## config.mk

```make
export PLATFORM = sky130hd
export DESIGN_NAME = pllcfg_top
export DESIGN_NICKNAME = d
export VERILOG_FILES = /design/src/hw/pllcfg_pkg.sv /design/src/hw/pllcfg_top.sv
export SDC_FILE = /design/constraint.sdc
export NUM_CORES = 1
export LEC_CHECK = 0
export BUFFER_PORTS_ARGS = -buffer_cell sky130_fd_sc_hd__buf_2
export CAP_MARGIN = 20
export CORE_UTILIZATION = 45
export CTS_BUF_LIST = sky130_fd_sc_hd__clkbuf_4 sky130_fd_sc_hd__clkbuf_8
export CTS_CLUSTER_DIAMETER = 30
export DETAILED_ROUTE_END_ITERATION = 12
export SYNTH_ARGS = -nofsm -noshare
export SYNTH_HDL_FRONTEND = slang
export SYNTH_SLANG_ARGS = --single-unit
export TNS_END_PERCENT = 5
```

## constraint.sdc

```tcl
create_clock -name CORE_CLK_IN -period 6.6 [get_ports CORE_CLK_IN]
set_input_delay 0.66 -clock CORE_CLK_IN [delete_from_list [all_inputs] [get_ports CORE_CLK_IN]]
set_output_delay 0.66 -clock CORE_CLK_IN [all_outputs]
set_load 0.01 [all_outputs]
```

## src/hw/pllcfg_pkg.sv

```systemverilog
package pllcfg_pkg;
  localparam int ADDR_W = 10;
  localparam int DATA_W = 8;
  localparam logic [9:0] OFS_PLL_MAIN = 10'h010;
  localparam logic [9:0] OFS_ABL = 10'h017;
  localparam logic [9:0] OFS_CAL = 10'h018;
  localparam logic [9:0] OFS_REF = 10'h01c;
  localparam logic [9:0] OFS_DIV = 10'h1e0;
  localparam logic [9:0] OFS_SRC = 10'h1e1;
  localparam logic [9:0] OFS_XFER = 10'h232;
  localparam int POS_PWR_LO = 0;
  localparam int POS_PUMP_LO = 2;
  localparam int POS_DET_POL = 7;
  localparam int POS_ABL_LO = 0;
  localparam int POS_CAL = 0;
  localparam int POS_REF_LO = 0;
  localparam int POS_DIV_LO = 0;
  localparam int POS_BYPASS = 0;
  localparam int POS_SRC_INT = 1;
  localparam int POS_XFER = 0;
  localparam logic [1:0] PWR_NORMAL = 2'h0;
  localparam logic [1:0] PWR_ASYNC_DOWN = 2'h1;
  localparam logic [2:0] DIV_CODE_TWO = 3'h0;
  localparam logic [2:0] DIV_RATIO_TWO = 3'h2;
  localparam logic [2:0] DIV_RATIO_MAX = 3'h6;
  localparam logic [7:0] RST_PLL_MAIN = 8'h01;
  localparam logic [7:0] RST_ABL = 8'h00;
  localparam logic [7:0] RST_CAL = 8'h00;
  localparam logic [7:0] RST_REF = 8'h00;
  localparam logic [7:0] RST_DIV = 8'h00;
  localparam logic [7:0] RST_SRC = 8'h00;
endpackage

```

## src/hw/pllcfg_top.sv

```systemverilog
`timescale 1ns/1ps
`default_nettype none
module pllcfg_top (
  input wire logic CORE_CLK_IN,
  input wire logic RST_N_IN,
  input wire logic [9:0] ADDR_IN,
  input wire logic [7:0] WDATA_IN,
  input wire logic WR_EN_IN,
  input wire logic RD_EN_IN,
  output logic [7:0] RDATA_OUT,
  output logic PLL_ON_OUT,
  output logic OSC_ON_OUT,
  output logic PRESC_EXT_OUT,
  output logic SRC_INT_OUT,
  output logic DIV_BYPASS_OUT,
  output logic [2:0] DIV_RATIO_OUT,
  output logic DET_NEG_OUT,
  output logic [1:0] PUMP_MODE_OUT,
  output logic [1:0] ABL_WIDTH_OUT,
  output logic [2:0] REF_EN_OUT,
  output logic CAL_START_OUT
);
  logic rst_meta_ff;
  logic rst_n_ff;
  always_ff @(posedge CORE_CLK_IN or negedge RST_N_IN) begin
    if (!RST_N_IN) begin
      rst_meta_ff <= 1'b0;
      rst_n_ff <= 1'b0;
    end else begin
      rst_meta_ff <= 1'b1;
      rst_n_ff <= rst_meta_ff;
    end
  end

  // staged copies written by software, active copies steer the clock path
  logic [7:0] stg_main_ff, stg_abl_ff, stg_cal_ff, stg_ref_ff;
  logic [7:0] stg_div_ff, stg_src_ff;
  logic [7:0] act_main_ff, act_abl_ff, act_cal_ff, act_ref_ff;
  logic [7:0] act_div_ff, act_src_ff;
  logic [7:0] nxt_stg_main, nxt_stg_abl, nxt_stg_cal, nxt_stg_ref;
  logic [7:0] nxt_stg_div, nxt_stg_src;
  logic [7:0] nxt_act_main, nxt_act_abl, nxt_act_cal, nxt_act_ref;
  logic [7:0] nxt_act_div, nxt_act_src;
  logic [7:0] rdata_ff, nxt_rdata;
  logic cal_start_ff, nxt_cal_start;
  logic xfer;

  assign xfer = WR_EN_IN && (ADDR_IN == pllcfg_pkg::OFS_XFER) &&
                WDATA_IN[pllcfg_pkg::POS_XFER];

  always_comb begin
    nxt_stg_main = stg_main_ff;
    nxt_stg_abl = stg_abl_ff;
    nxt_stg_cal = stg_cal_ff;
    nxt_stg_ref = stg_ref_ff;
    nxt_stg_div = stg_div_ff;
    nxt_stg_src = stg_src_ff;
    nxt_act_main = act_main_ff;
    nxt_act_abl = act_abl_ff;
    nxt_act_cal = act_cal_ff;
    nxt_act_ref = act_ref_ff;
    nxt_act_div = act_div_ff;
    nxt_act_src = act_src_ff;
    nxt_cal_start = 1'b0;
    nxt_rdata = rdata_ff;
    if (WR_EN_IN) begin
      case (ADDR_IN)
        pllcfg_pkg::OFS_PLL_MAIN: nxt_stg_main = WDATA_IN;
        pllcfg_pkg::OFS_ABL: nxt_stg_abl = WDATA_IN;
        pllcfg_pkg::OFS_CAL: nxt_stg_cal = WDATA_IN;
        pllcfg_pkg::OFS_REF: nxt_stg_ref = WDATA_IN;
        pllcfg_pkg::OFS_DIV: nxt_stg_div = WDATA_IN;
        pllcfg_pkg::OFS_SRC: nxt_stg_src = WDATA_IN;
        default: nxt_stg_main = stg_main_ff;
      endcase
    end
    if (xfer) begin
      nxt_act_main = stg_main_ff;
      nxt_act_abl = stg_abl_ff;
      nxt_act_cal = stg_cal_ff;
      nxt_act_ref = stg_ref_ff;
      nxt_act_div = stg_div_ff;
      nxt_act_src = stg_src_ff;
      // calibration start on rising calibrate bit
      nxt_cal_start = stg_cal_ff[pllcfg_pkg::POS_CAL] &&
                      !act_cal_ff[pllcfg_pkg::POS_CAL];
    end
    if (RD_EN_IN) begin
      case (ADDR_IN)
        pllcfg_pkg::OFS_PLL_MAIN: nxt_rdata = stg_main_ff;
        pllcfg_pkg::OFS_ABL: nxt_rdata = stg_abl_ff;
        pllcfg_pkg::OFS_CAL: nxt_rdata = stg_cal_ff;
        pllcfg_pkg::OFS_REF: nxt_rdata = stg_ref_ff;
        pllcfg_pkg::OFS_DIV: nxt_rdata = stg_div_ff;
        pllcfg_pkg::OFS_SRC: nxt_rdata = stg_src_ff;
        default: nxt_rdata = 8'h00;
      endcase
    end
  end

  always_ff @(posedge CORE_CLK_IN or negedge rst_n_ff) begin
    if (!rst_n_ff) begin
      stg_main_ff <= pllcfg_pkg::RST_PLL_MAIN;
      stg_abl_ff <= pllcfg_pkg::RST_ABL;
      stg_cal_ff <= pllcfg_pkg::RST_CAL;
      stg_ref_ff <= pllcfg_pkg::RST_REF;
      stg_div_ff <= pllcfg_pkg::RST_DIV;
      stg_src_ff <= pllcfg_pkg::RST_SRC;
      act_main_ff <= pllcfg_pkg::RST_PLL_MAIN;
      act_abl_ff <= pllcfg_pkg::RST_ABL;
      act_cal_ff <= pllcfg_pkg::RST_CAL;
      act_ref_ff <= pllcfg_pkg::RST_REF;
      act_div_ff <= pllcfg_pkg::RST_DIV;
      act_src_ff <= pllcfg_pkg::RST_SRC;
      cal_start_ff <= 1'b0;
      rdata_ff <= 8'h00;
    end else begin
      stg_main_ff <= nxt_stg_main;
      stg_abl_ff <= nxt_stg_abl;
      stg_cal_ff <= nxt_stg_cal;
      stg_ref_ff <= nxt_stg_ref;
      stg_div_ff <= nxt_stg_div;
      stg_src_ff <= nxt_stg_src;
      act_main_ff <= nxt_act_main;
      act_abl_ff <= nxt_act_abl;
      act_cal_ff <= nxt_act_cal;
      act_ref_ff <= nxt_act_ref;
      act_div_ff <= nxt_act_div;
      act_src_ff <= nxt_act_src;
      cal_start_ff <= nxt_cal_start;
      rdata_ff <= nxt_rdata;
    end
  end

  // decoded clock-path controls, registered from the active copies
  logic [1:0] pwr;
  logic [2:0] div_code;
  logic pll_on_ff, osc_on_ff, presc_ext_ff, src_int_ff, bypass_ff;
  logic det_neg_ff;
  logic [2:0] ratio_ff, ref_en_ff;
  logic [1:0] pump_mode_ff, abl_ff;
  logic nxt_pll_on, nxt_osc_on, nxt_presc_ext, nxt_src_int, nxt_bypass;
  logic nxt_det_neg;
  logic [2:0] nxt_ratio, nxt_ref_en;
  logic [1:0] nxt_pump_mode, nxt_abl;

  assign pwr = act_main_ff[pllcfg_pkg::POS_PWR_LO +: 2];
  assign div_code = act_div_ff[pllcfg_pkg::POS_DIV_LO +: 3];

  always_comb begin
    nxt_pll_on = (pwr == pllcfg_pkg::PWR_NORMAL);
    nxt_src_int = act_src_ff[pllcfg_pkg::POS_SRC_INT];
    nxt_bypass = act_src_ff[pllcfg_pkg::POS_BYPASS];
    nxt_osc_on = nxt_pll_on && nxt_src_int;
    nxt_presc_ext = nxt_pll_on && !nxt_src_int;
    if (div_code == pllcfg_pkg::DIV_CODE_TWO) begin
      nxt_ratio = pllcfg_pkg::DIV_RATIO_TWO;
    end else if (div_code > pllcfg_pkg::DIV_RATIO_MAX) begin
      nxt_ratio = pllcfg_pkg::DIV_RATIO_MAX;
    end else begin
      nxt_ratio = div_code;
    end
    nxt_det_neg = act_main_ff[pllcfg_pkg::POS_DET_POL];
    nxt_pump_mode = act_main_ff[pllcfg_pkg::POS_PUMP_LO +: 2];
    nxt_abl = act_abl_ff[pllcfg_pkg::POS_ABL_LO +: 2];
    nxt_ref_en = act_ref_ff[pllcfg_pkg::POS_REF_LO +: 3];
  end

  always_ff @(posedge CORE_CLK_IN or negedge rst_n_ff) begin
    if (!rst_n_ff) begin
      pll_on_ff <= 1'b0;
      osc_on_ff <= 1'b0;
      presc_ext_ff <= 1'b0;
      src_int_ff <= 1'b0;
      bypass_ff <= 1'b0;
      ratio_ff <= pllcfg_pkg::DIV_RATIO_TWO;
      det_neg_ff <= 1'b0;
      pump_mode_ff <= 2'h0;
      abl_ff <= 2'h0;
      ref_en_ff <= 3'h0;
    end else begin
      pll_on_ff <= nxt_pll_on;
      osc_on_ff <= nxt_osc_on;
      presc_ext_ff <= nxt_presc_ext;
      src_int_ff <= nxt_src_int;
      bypass_ff <= nxt_bypass;
      ratio_ff <= nxt_ratio;
      det_neg_ff <= nxt_det_neg;
      pump_mode_ff <= nxt_pump_mode;
      abl_ff <= nxt_abl;
      ref_en_ff <= nxt_ref_en;
    end
  end

  assign RDATA_OUT = rdata_ff;
  assign PLL_ON_OUT = pll_on_ff;
  assign OSC_ON_OUT = osc_on_ff;
  assign PRESC_EXT_OUT = presc_ext_ff;
  assign SRC_INT_OUT = src_int_ff;
  assign DIV_BYPASS_OUT = bypass_ff;
  assign DIV_RATIO_OUT = ratio_ff;
  assign DET_NEG_OUT = det_neg_ff;
  assign PUMP_MODE_OUT = pump_mode_ff;
  assign ABL_WIDTH_OUT = abl_ff;
  assign REF_EN_OUT = ref_en_ff;
  assign CAL_START_OUT = cal_start_ff;
endmodule // pllcfg_top
`default_nettype wire

```

==> results of run 1 <==
worst paths after layout:
kind / startpoint / endpoint / slack [ns]
max: ADDR_IN[5] / stg_main_ff[4]$_DFFE_PN0P_ / 4.17
min: RST_N_IN / rst_n_ff$_DFF_PN0_ / 0.07
max reg2reg: stg_ref_ff[1]$_DFFE_PN0P_ / RDATA_OUT[1]$_DFFE_PN0P_ / 5.49
min reg2reg: rst_n_ff$_DFF_PN0_ / act_main_ff[3]$_DFFE_PN0P_ / 0.26
max in group asynchronous: rst_n_ff$_DFF_PN0_ / DIV_RATIO_OUT[1]$_DFF_PN1_ / 5.69
min in group CORE_CLK_IN: rst_meta_ff$_DFF_PN0_ / rst_n_ff$_DFF_PN0_ / 0.36
per-stage QoR:
| stage | setup WS [ns] | util, % | instance area [um2] |
|---|---|---|---|
| floorplan | 3.88 | - | 3850 |
| global placement | 3.75 | 50.1 | 4130 |
| detailed placement | 3.74 | 50.1 | 4130 |
| CTS | 4.12 | 52.3 | 4320 |
| global route | 4.12 | 52.7 | 4360 |
| finish | 4.17 | 52.7 | 4360 |
where the power goes:
part / switching, W / internal, W / total (W)
registers: 0.00000426 / 0.000565 / 0.000570
logic: 0.0000362 / 0.0000191 / 0.0000552
clock network: 0.000212 / 0.000144 / 0.000355
area by class of cell:
type	count	area, um2	share of cell area (%)
multi-input cells	159	1480	34.0
repair buffers	49	277	6.35
flip-flops and latches	91	2280	52.5
clock buffers	9	124	2.84
clock inverters	7	58.8	1.35
well taps	105	131	3.02
worst register-to-register path, stage by stage, from the launching register on:
cell and delay, ns:
dfrtp_1 0.40, mux2_2 0.27, a22oi_1 0.19, a31oi_1 0.11
cell usage after synthesis, types with 2 or more instances:
master | instances | share of area [%]
a22o_1 | 5 | 1.1
a22oi_1 | 6 | 1.2
a31oi_1 | 6 | 0.97
a32oi_1 | 2 | 0.45
a41oi_1 | 2 | 0.45
and3_1 | 2 | 0.32
and4b_1 | 6 | 1.6
buf_2 | 5 | 0.65
buf_6 | 3 | 0.88
clkbuf_1 | 5 | 0.49
dfrtp_1 | 88 | 57
dfstp_2 | 3 | 2.0
mux2_2 | 77 | 23
nand2_1 | 7 | 0.68
nand3_1 | 4 | 0.52
nand3_2 | 2 | 0.52
nand3b_1 | 2 | 0.39
nor2_1 | 12 | 1.2
nor2_2 | 2 | 0.32
nor3_1 | 2 | 0.26
nor4_4 | 2 | 1.1
o211ai_1 | 2 | 0.39
o21ai_0 | 2 | 0.26
registers in the layout (all words and copies together), names as in the netlist, 5 cells and up:
name and flops:
stg_ref_ff 8, stg_abl_ff 8, RDATA_OUT 8, stg_main_ff 8, stg_cal_ff 8, stg_src_ff 8, stg_div_ff 8, act_main_ff 5
logic make-up (layout without fill, tap and decap cells):
kind of cell	count (synthesis)	after routing
AND/OR/NAND/NOR	53	53
multiplexers	78	78
other	1	1
buffers and inverters	15	65
AO/OA/AOI/OAI	27	27
flip-flops	91	91
routing by layer:
layer | share of wire, % | global-route usage [%] | vias to the layer above
li1 | - | - | 1072
met1 | 49 | 28.3 | 1215
met2 | 46 | 29.0 | 70
met3 | 4.2 | 3.30 | 8
met4 | 1.0 | 7.07 | 0
met5 | 0 | 0 | -
==> flow_summary.toml, run 1 <==
[floorplanning]
placementRows = 33
start_util_pct = 46.6
ios = 47
dieWidth_um = 94.5
dieArea_mm2 = 0.00893
core_mm2 = 0.00826
die_h_um = 94.5

[synthesis]
synth-compound-area-share_pct = 5.23
ys.flop_type = "dfrtp_1"
yosysUniqueCellTypes = 41
ys_ff_latch = 91
yosys.area_share.simple_pct = 10.3
synth_top_family_by_area = "multiplexers"
synthXorXnorAreaFrac_pct = 0
synth_area_mm2 = 0.00385
syn-num-nets = 287
async_flop_share_pct = 100
ys_seq_area_share_pct = 59.2
synth_edf_count = 0
muxShareOfSynthArea_pct = 22.8
syn_area_per_cell_um2 = 14.5
synth_cells = 265
yosys_warnings = 0
yosys.area_share.adder_pct = 0

[setup_path]
cp_slowest_cell = "or4b_4"
worstSetupPathType = "input pin to flop"
max_stage_delay_ns = 0.58
required_ns = 6.84
crit_chain = "buf_2, or4b_4, nor3_4, nand3_2, mux2_2"
ff2ff_path_depth = 3
worstPathMaxFanout = 12
worst-path-buf-inv = 1
endpoint_kind = "flop"
cp_top_family = "simple AND/OR/NAND/NOR gates"
start_kind = "input pin"
crit_cells = 5
worstPathArrival_ns = 2.67

[global_routing]
grt_pass1_wl_um = 12600
overflow = 0
grt_max_degree = 90
antenna_found_initial = 0
track_usage_pct = 19.4
grt_pass1_vias = 2269

[drt]
routed-via-count = 2365
vias_per_cell = 5.63
wl_per_cell_um = 18.7
ant_nets = 0
drc = 0
drt_iter0_markers = 73
drt_pass1_iterations = 4
routed_wl_um = 7840

[run]
maxCapViolCount = 0

[clock_tree]
cts_tree = "built"
worstSkewPairLatency_ns = 0.35
cts_setup_buffers = 0
cts_buffers = 9
cts_root_buffer = "clkbuf_8"
clock-sinks = 91
cts_buffer_depth = 2
htree_levels = 3
ctsResizeCount = 0
cts.reportedPaths.clkPinSlew_ns = 0.10
cts_hold_buf = 0

[timing]
period_minus_slack_ns = 2.43
hold_ws_ns = 0.0669
fmax_mhz = 411
rsz0062_at_grt = "no"
fin_crit_sh_pct = 36.9
worst_clock_skew_ns = 0.00796
worstMarginPinSlew_ns = 0.633
setup_viol = 0
slew_headroom_pct = 57.7
tns_ns = 0
slew_viol_final = 0
finalHoldViolCount = 0

[cells_and_area]
instances_no_fill = 420
layout-drive-gt1-share_pct = 50.2
fin_nets = 332
n_antenna_cell = 0
fill_cells = 721
mostFrequentLayoutCells = "87 x dfrtp_1, 77 x mux2_2, 46 x buf_2, 12 x nor2_1, 9 x clkbuf_8"
area_growth_pct = 13.1
mostFrequentLayoutCell = "dfrtp_1"

[placement]
port_buffers = 46
dp.cells = 402
place_congestion = 0.710
hpwl_um = 5010

[min_path]
hold_path.class = "input pin to asynchronous set/reset pin"

[power_and_ir_drop]
ir_drop_mv = 0.105
p_leak_nw = 2.16
finalPower_w = 0.000980
powerDensity_mw_per_mm2 = 225

[outcome]
status = "complete, no violations"
Power figures use the tool's default switching activity.
==> inputs of run 2 (changes only) <==
--- a/config.mk
+++ b/config.mk
@@ -11,6 +11,7 @@
 export CTS_BUF_LIST = sky130_fd_sc_hd__clkbuf_4 sky130_fd_sc_hd__clkbuf_8
 export CTS_CLUSTER_DIAMETER = 30
 export DETAILED_ROUTE_END_ITERATION = 12
+export PLACE_DENSITY = 0.67
 export SYNTH_ARGS = -nofsm -noshare
 export SYNTH_HDL_FRONTEND = slang
 export SYNTH_SLANG_ARGS = --single-unit
==> constraint.sdc (replaced) <==
create_clock -name CORE_CLK_IN -period 2 [get_ports CORE_CLK_IN]
set_input_delay 0.2 -clock CORE_CLK_IN [delete_from_list [all_inputs] [get_ports CORE_CLK_IN]]
set_output_delay 0.2 -clock CORE_CLK_IN [all_outputs]
set_load 0.01 [all_outputs]
==> flow_summary.toml, run 2 (synthesis gave the netlist of run 1 again) <==
[outcome]
status = "complete, no violations"

[floorplanning]
start_util_pct = 46.6
dieArea_mm2 = 0.00893
placementRows = 33
ios = 47
die_h_um = 94.5
dieWidth_um = 94.5
core_mm2 = 0.00826

[power_and_ir_drop]
ir_drop_mv = 0.506
pwr-share-seq_pct = 57.6
switching_share_pct = 26.0
p_int_w = 0.00242
clkPwrFrac_pct = 36.7
pwr-share-comb_pct = 5.7
p_leak_nw = 2.22
powerDensity_mw_per_mm2 = 734
power_switching_w = 0.000850

[drt]
drc = 0
wl_per_cell_um = 18.6
drt_iter0_markers = 98
vias_per_cell = 5.52
ant_nets = 0
routed-via-count = 2385
routed_wl_um = 8040
drt_pass1_iterations = 4

[cells_and_area]
fill_cells = 743
n_antenna_cell = 0
layout-drive-gt1-share_pct = 51.7
area_growth_pct = 15.7
mostFrequentLayoutCells = "87 x dfrtp_1, 77 x mux2_2, 46 x buf_2, 12 x nor2_1, 12 x buf_4"
fin_util_pct = 54.0
fin_nets = 344
mostFrequentLayoutCell = "dfrtp_1"

[clock_tree]
htree_levels = 3
cts.reportedPaths.clkPinSlew_ns = 0.09
clock-sinks = 91
worstSkewPairLatency_ns = 0.37
cts_tree = "built"
cts_setup_buffers = 0
cts_root_buffer = "clkbuf_8"
cts_buffers = 9
cts_buffer_depth = 2

[run]
maxCapViolCount = 0

[timing]
fmax_mhz = 617
setup_viol = 0
slew_viol_final = 0
worst_clock_skew_ns = 0.0187
period_minus_slack_ns = 1.62
tns_ns = 0
fin_crit_sh_pct = 81.0
rsz0062_at_grt = "no"
slew_headroom_pct = 64.1
finalHoldViolCount = 0
worstMarginPinSlew_ns = 0.532

[placement]
place_congestion = 0.776
hpwl_um = 5450
port_buffers = 46

[global_routing]
overflow = 0
grt_pass1_wl_um = 13200
antenna_found_initial = 0
track_usage_pct = 20.3
grt_pass1_vias = 2517
grt_max_degree = 49

[setup_path]
start_kind = "input pin"
worstSetupPathType = "input pin to flop"
worstPathMaxFanout = 8
worstPathArrival_ns = 1.86
endpoint_kind = "flop"
required_ns = 2.24

[min_path]
hold_path.class = "input pin to asynchronous set/reset pin"
## run 2: changes by cell type in the layout (fill, tap and decap cells not counted), sizes merged
| cell | delta |
|---|---|
| clkinvlp | -1 |
| inv | +1 |
| dlygate4sd3 | +1 |
| buf | +11 |
## run 2: repair_timing
action	4_1_cts	5_1_grt
hold buffers	1	0
resized for setup	0	0
endpoints found under the hold margin	2	0
## run 2: routing by layer
| layer | vias up | part of all wire, % | global-route usage [%] |
|---|---|---|---|
| li1 | 1092 | - | - |
| met1 | 1219 | 46 | 26.6 |
| met2 | 65 | 48 | 32.0 |
| met3 | 9 | 4.3 | 5.88 |
| met4 | 0 | 1.8 | 7.70 |
| met5 | - | 0 | 0 |
## run 2: power by group through the flow
| stage | Clock, W | Sequential, W | Combinational [W] |
|---|---|---|---|
| global route | 0.00131 | 0.00189 | 0.000206 |
| floorplan | 0 | 0.00194 | 0.0000757 |
| finish | 0.00120 | 0.00189 | 0.000186 |
| detailed placement | 0 | 0.00192 | 0.000187 |
| global placement | 0 | 0.00192 | 0.000183 |
| CTS | 0.00123 | 0.00189 | 0.000189 |
## run 2: per-stage QoR
stage / instance area, um2 / std cells / total power, W / setup WS, ns / hold slack (ns)
after floorplan: 3850 / 265 / 0.00202 / 0.248 / -0.0956
after global placement: 4260 / 415 / 0.00210 / 0.0606 / -0.0148
after detailed placement: 4260 / 415 / 0.00211 / 0.00301 / -0.0125
after CTS: 4460 / 432 / 0.00331 / 0.393 / 0.118
after global routing: 4460 / 432 / 0.00341 / 0.385 / 0.127
final: 4460 / 432 / 0.00327 / 0.379 / 0.139
## run 2: worst max-delay path, stage by stage
cell     delay [ns]
buf_2          0.12
or4b_4         0.58
nor2_1         0.19
nand4_2        0.37
mux2_2         0.40
## run 2: final cells by class
type	instances	area, um2	area share [%]
clock buffers	9	124	2.78
clock inverters	7	66.3	1.49
multi-input cells	159	1480	33.2
flip-flops and latches	91	2280	51.3
well taps	105	131	2.95
repair buffers	61	370	8.31
## run 2: worst paths after layout
path	start	to	slack [ns]	cells past startpoint
min reg2reg	rst_n_ff$_DFF_PN0_	act_main_ff[3]$_DFFE_PN0P_	0.17	0
min in group CORE_CLK_IN	WDATA_IN[5]	stg_abl_ff[5]$_DFFE_PN0P_	0.14	2
max	ADDR_IN[5]	stg_ref_ff[1]$_DFFE_PN0P_	0.38	5
max in group asynchronous	rst_n_ff$_DFF_PN0_	stg_ref_ff[1]$_DFFE_PN0P_	1.19	1
min	RST_N_IN	rst_n_ff$_DFF_PN0_	0.14	2
max reg2reg	stg_ref_ff[4]$_DFFE_PN0P_	RDATA_OUT[4]$_DFFE_PN0P_	0.88	3
==> inputs of run 3 (changes only) <==
--- a/config.mk
+++ b/config.mk
@@ -5,13 +5,13 @@
 export SDC_FILE = /design/constraint.sdc
 export NUM_CORES = 1
 export LEC_CHECK = 0
+export ABC_AREA = 1
 export BUFFER_PORTS_ARGS = -buffer_cell sky130_fd_sc_hd__buf_2
 export CAP_MARGIN = 20
 export CORE_UTILIZATION = 45
 export CTS_BUF_LIST = sky130_fd_sc_hd__clkbuf_4 sky130_fd_sc_hd__clkbuf_8
 export CTS_CLUSTER_DIAMETER = 30
 export DETAILED_ROUTE_END_ITERATION = 12
-export PLACE_DENSITY = 0.67
 export SYNTH_ARGS = -nofsm -noshare
 export SYNTH_HDL_FRONTEND = slang
 export SYNTH_SLANG_ARGS = --single-unit
==> constraint.sdc (replaced) <==
create_clock -name CORE_CLK_IN -period 1.55 [get_ports CORE_CLK_IN]
set_input_delay 0.155 -clock CORE_CLK_IN [delete_from_list [all_inputs] [get_ports CORE_CLK_IN]]
set_output_delay 0.155 -clock CORE_CLK_IN [all_outputs]
set_load 0.01 [all_outputs]
==> flow_summary.toml, run 3 <==
[timing]
worst_clock_skew_ns = 0.0125
hold_ws_ns = 0.0958
setup_ws_ns = 0.405
slew_viol_final = 0
finalHoldViolCount = 0
fin_crit_sh_pct = 73.9
fmax_mhz = 873
setup_viol = 0
tns_ns = 0
rsz0062_at_grt = "no"
period_minus_slack_ns = 1.15

[clock_tree]
cts.reportedPaths.clkPinSlew_ns = 0.09
ctsResizeCount = 0
cts_tree = "built"
clock-sinks = 91
cts_root_buffer = "clkbuf_8"
worstSkewPairLatency_ns = 0.35
htree_levels = 3
cts_buffers = 9
cts_buffer_depth = 2

[drt]
ant_nets = 0
routed-via-count = 3003
wl_per_cell_um = 14.1
vias_per_cell = 4.99
drt_pass1_iterations = 4
routed_wl_um = 8500
drc = 0
drt_iter0_markers = 161

[power_and_ir_drop]
pwr-share-seq_pct = 56.3
powerDensity_mw_per_mm2 = 938
ir_drop_mv = 0.483
p_int_w = 0.00325
switching_share_pct = 25.1
p_leak_nw = 2.25
clkPwrFrac_pct = 37.5
pwr-share-comb_pct = 6.2
power_switching_w = 0.00109

[floorplanning]
start_util_pct = 46.3
dieWidth_um = 96.8
core_mm2 = 0.00872
ios = 47
dieArea_mm2 = 0.00936
die_h_um = 96.8
placementRows = 34

[setup_path]
crit_chain = "buf_2"
worstSetupPathType = "flop to primary output"
start_kind = "flop"
endpoint_kind = "primary output"
max_stage_delay_ns = 0.52
startpoint = "DIV_RATIO_OUT[1]$_DFF_PN1_"
cp_top_family = "flip-flops"
crit_cells = 1
worst_r2r_endpoint = "RDATA_OUT[0]$_DFFE_PN0P_"
worstPathMaxFanout = 1
worst-path-buf-inv = 1
r2r-start = "stg_main_ff[0]$_DFFE_PN1P_"
ff2ff_path_depth = 4
reg2reg_slack_ns = 0.60
cp_slowest_cell = "dfstp_2"
worstPathArrival_ns = 0.99
endpoint = "DIV_RATIO_OUT[1]"
required_ns = 1.39

[cells_and_area]
n_antenna_cell = 0
fin_nets = 511
mostFrequentLayoutCells = "117 x nand2_1, 87 x dfrtp_1, 46 x buf_2, 40 x inv_1, 38 x nor2_1"
fin_util_pct = 53.1
stdcell_area_mm2 = 0.00463
area_growth_pct = 14.5
mostFrequentLayoutCell = "nand2_1"
layout-drive-gt1-share_pct = 23.1

[global_routing]
antenna_found_initial = 0
grt_pass1_vias = 2867
track_usage_pct = 19.4
grt_pass1_wl_um = 14400
overflow = 0
grt_max_degree = 34

[min_path]
hold_path.class = "input pin to asynchronous set/reset pin"

[placement]
place_congestion = 0.836
port_buffers = 46
placed_cell_area_mm2 = 0.00442
dp_worst_setup_slack_ns = 0.134
hpwl_um = 6080

[synthesis]
yosys_warnings = 0
synth_common_cells = "117 x nand2_1, 88 x dfrtp_1, 40 x inv_1"
ys.flop_type = "dfrtp_1"
syn-num-nets = 455
ys_seq_area_share_pct = 56.4
synth.most_common_cell = "nand2_1"
async_flop_share_pct = 100
synth_area_mm2 = 0.00404
syn_area_per_cell_um2 = 9.33
ys_ff_latch = 91
yosysUniqueCellTypes = 26
synth_cells = 433
yosysTopAreaCell = "dfrtp_1"
synth.top_cell.area_share_pct = 54.5
synth.area.top_cells = "dfrtp_1 54%, nand2_1 11%, inv_1 3.7%"
synth_edf_count = 0

[outcome]
status = "complete, no violations"

[run]
maxCapViolCount = 0
## run 3: changes by cell type in the layout (fill, tap and decap cells not counted), moves of 16 or more
cell / change
nand2_1: +110
mux2_2: -77
inv_1: +40
nand4_1: +19
o21ai_1: +29
o21ai_2: +16
o21ai_0: +17
nor2_1: +26
## run 3: cell type report
class / count / area (um2)
timing repair buffer: 59 / 380
inverter: 41 / 154
tap: 108 / 135
clock inverter: 7 / 73.8
sequential: 91 / 2280
fill: 844 / 4090
clock buffer: 9 / 124
multi-input combinational: 287 / 1480
## run 3: layer usage
layer,GRT usage (%),vias to the layer above,part of all wire (%)
met2,30.0,65,45
met5,0,-,0
li1,-,1520,-
met1,27.4,1403,49
met3,3.03,15,3.3
met4,7.92,0,1.8
## run 3: metrics by stage
step	power (W)	instances
after global placement	0.00276	585
after floorplan	0.00263	433
after global routing	0.00452	602
final	0.00434	602
after CTS	0.00438	602
after detailed placement	0.00276	585
## run 3: worst min-delay path by stage
stage | from | end | slack (ns) | cells past startpoint
after floorplan | RST_N_IN | rst_meta_ff$_DFF_PN0_ | -0.14 | 0
after global placement | RST_N_IN | rst_meta_ff$_DFF_PN0_ | -0.06 | 1
after detailed placement | RST_N_IN | rst_meta_ff$_DFF_PN0_ | -0.06 | 1
after CTS | RST_N_IN | rst_n_ff$_DFF_PN0_ | 0.09 | 2
after global routing | RST_N_IN | rst_n_ff$_DFF_PN0_ | 0.09 | 2
final | RST_N_IN | rst_n_ff$_DFF_PN0_ | 0.1 | 2
## run 3: cell families (layout without fill, tap and decap cells)
kind of cell	count (synthesis)	count (layout)	share of synthesized area [%]
and+or+nand+nor	212	212	25.6
DFF	91	91	56.4
other	1	1	0.0928
AOI/OAI and AO/OA	74	74	10.8
buffers and inverters	55	116	7.06
## run 3: what timing repair did
action                                 CTS  global route
endpoints found under the hold margin    2             0
buffers inserted                         0             0
hold buffers                             1             0
## run 3: worst register-to-register path: cells and delay by family, from the launching register on
family / cells / cell delay [ns]
AO/OA/AOI/OAI: 1 / 0.14
flip-flops: 1 / 0.56
AND/OR/NAND/NOR: 3 / 0.18
## run 3: power by group through the flow
stage | registers, W | logic (W) | clock network [W]
3_5_place_dp | 0.00249 | 0.000271 | 0
6_report | 0.00244 | 0.000270 | 0.00163
4_1_cts | 0.00244 | 0.000274 | 0.00166
3_3_place_gp | 0.00249 | 0.000268 | 0
5_1_grt | 0.00245 | 0.000304 | 0.00176
2_1_floorplan | 0.00251 | 0.000115 | 0
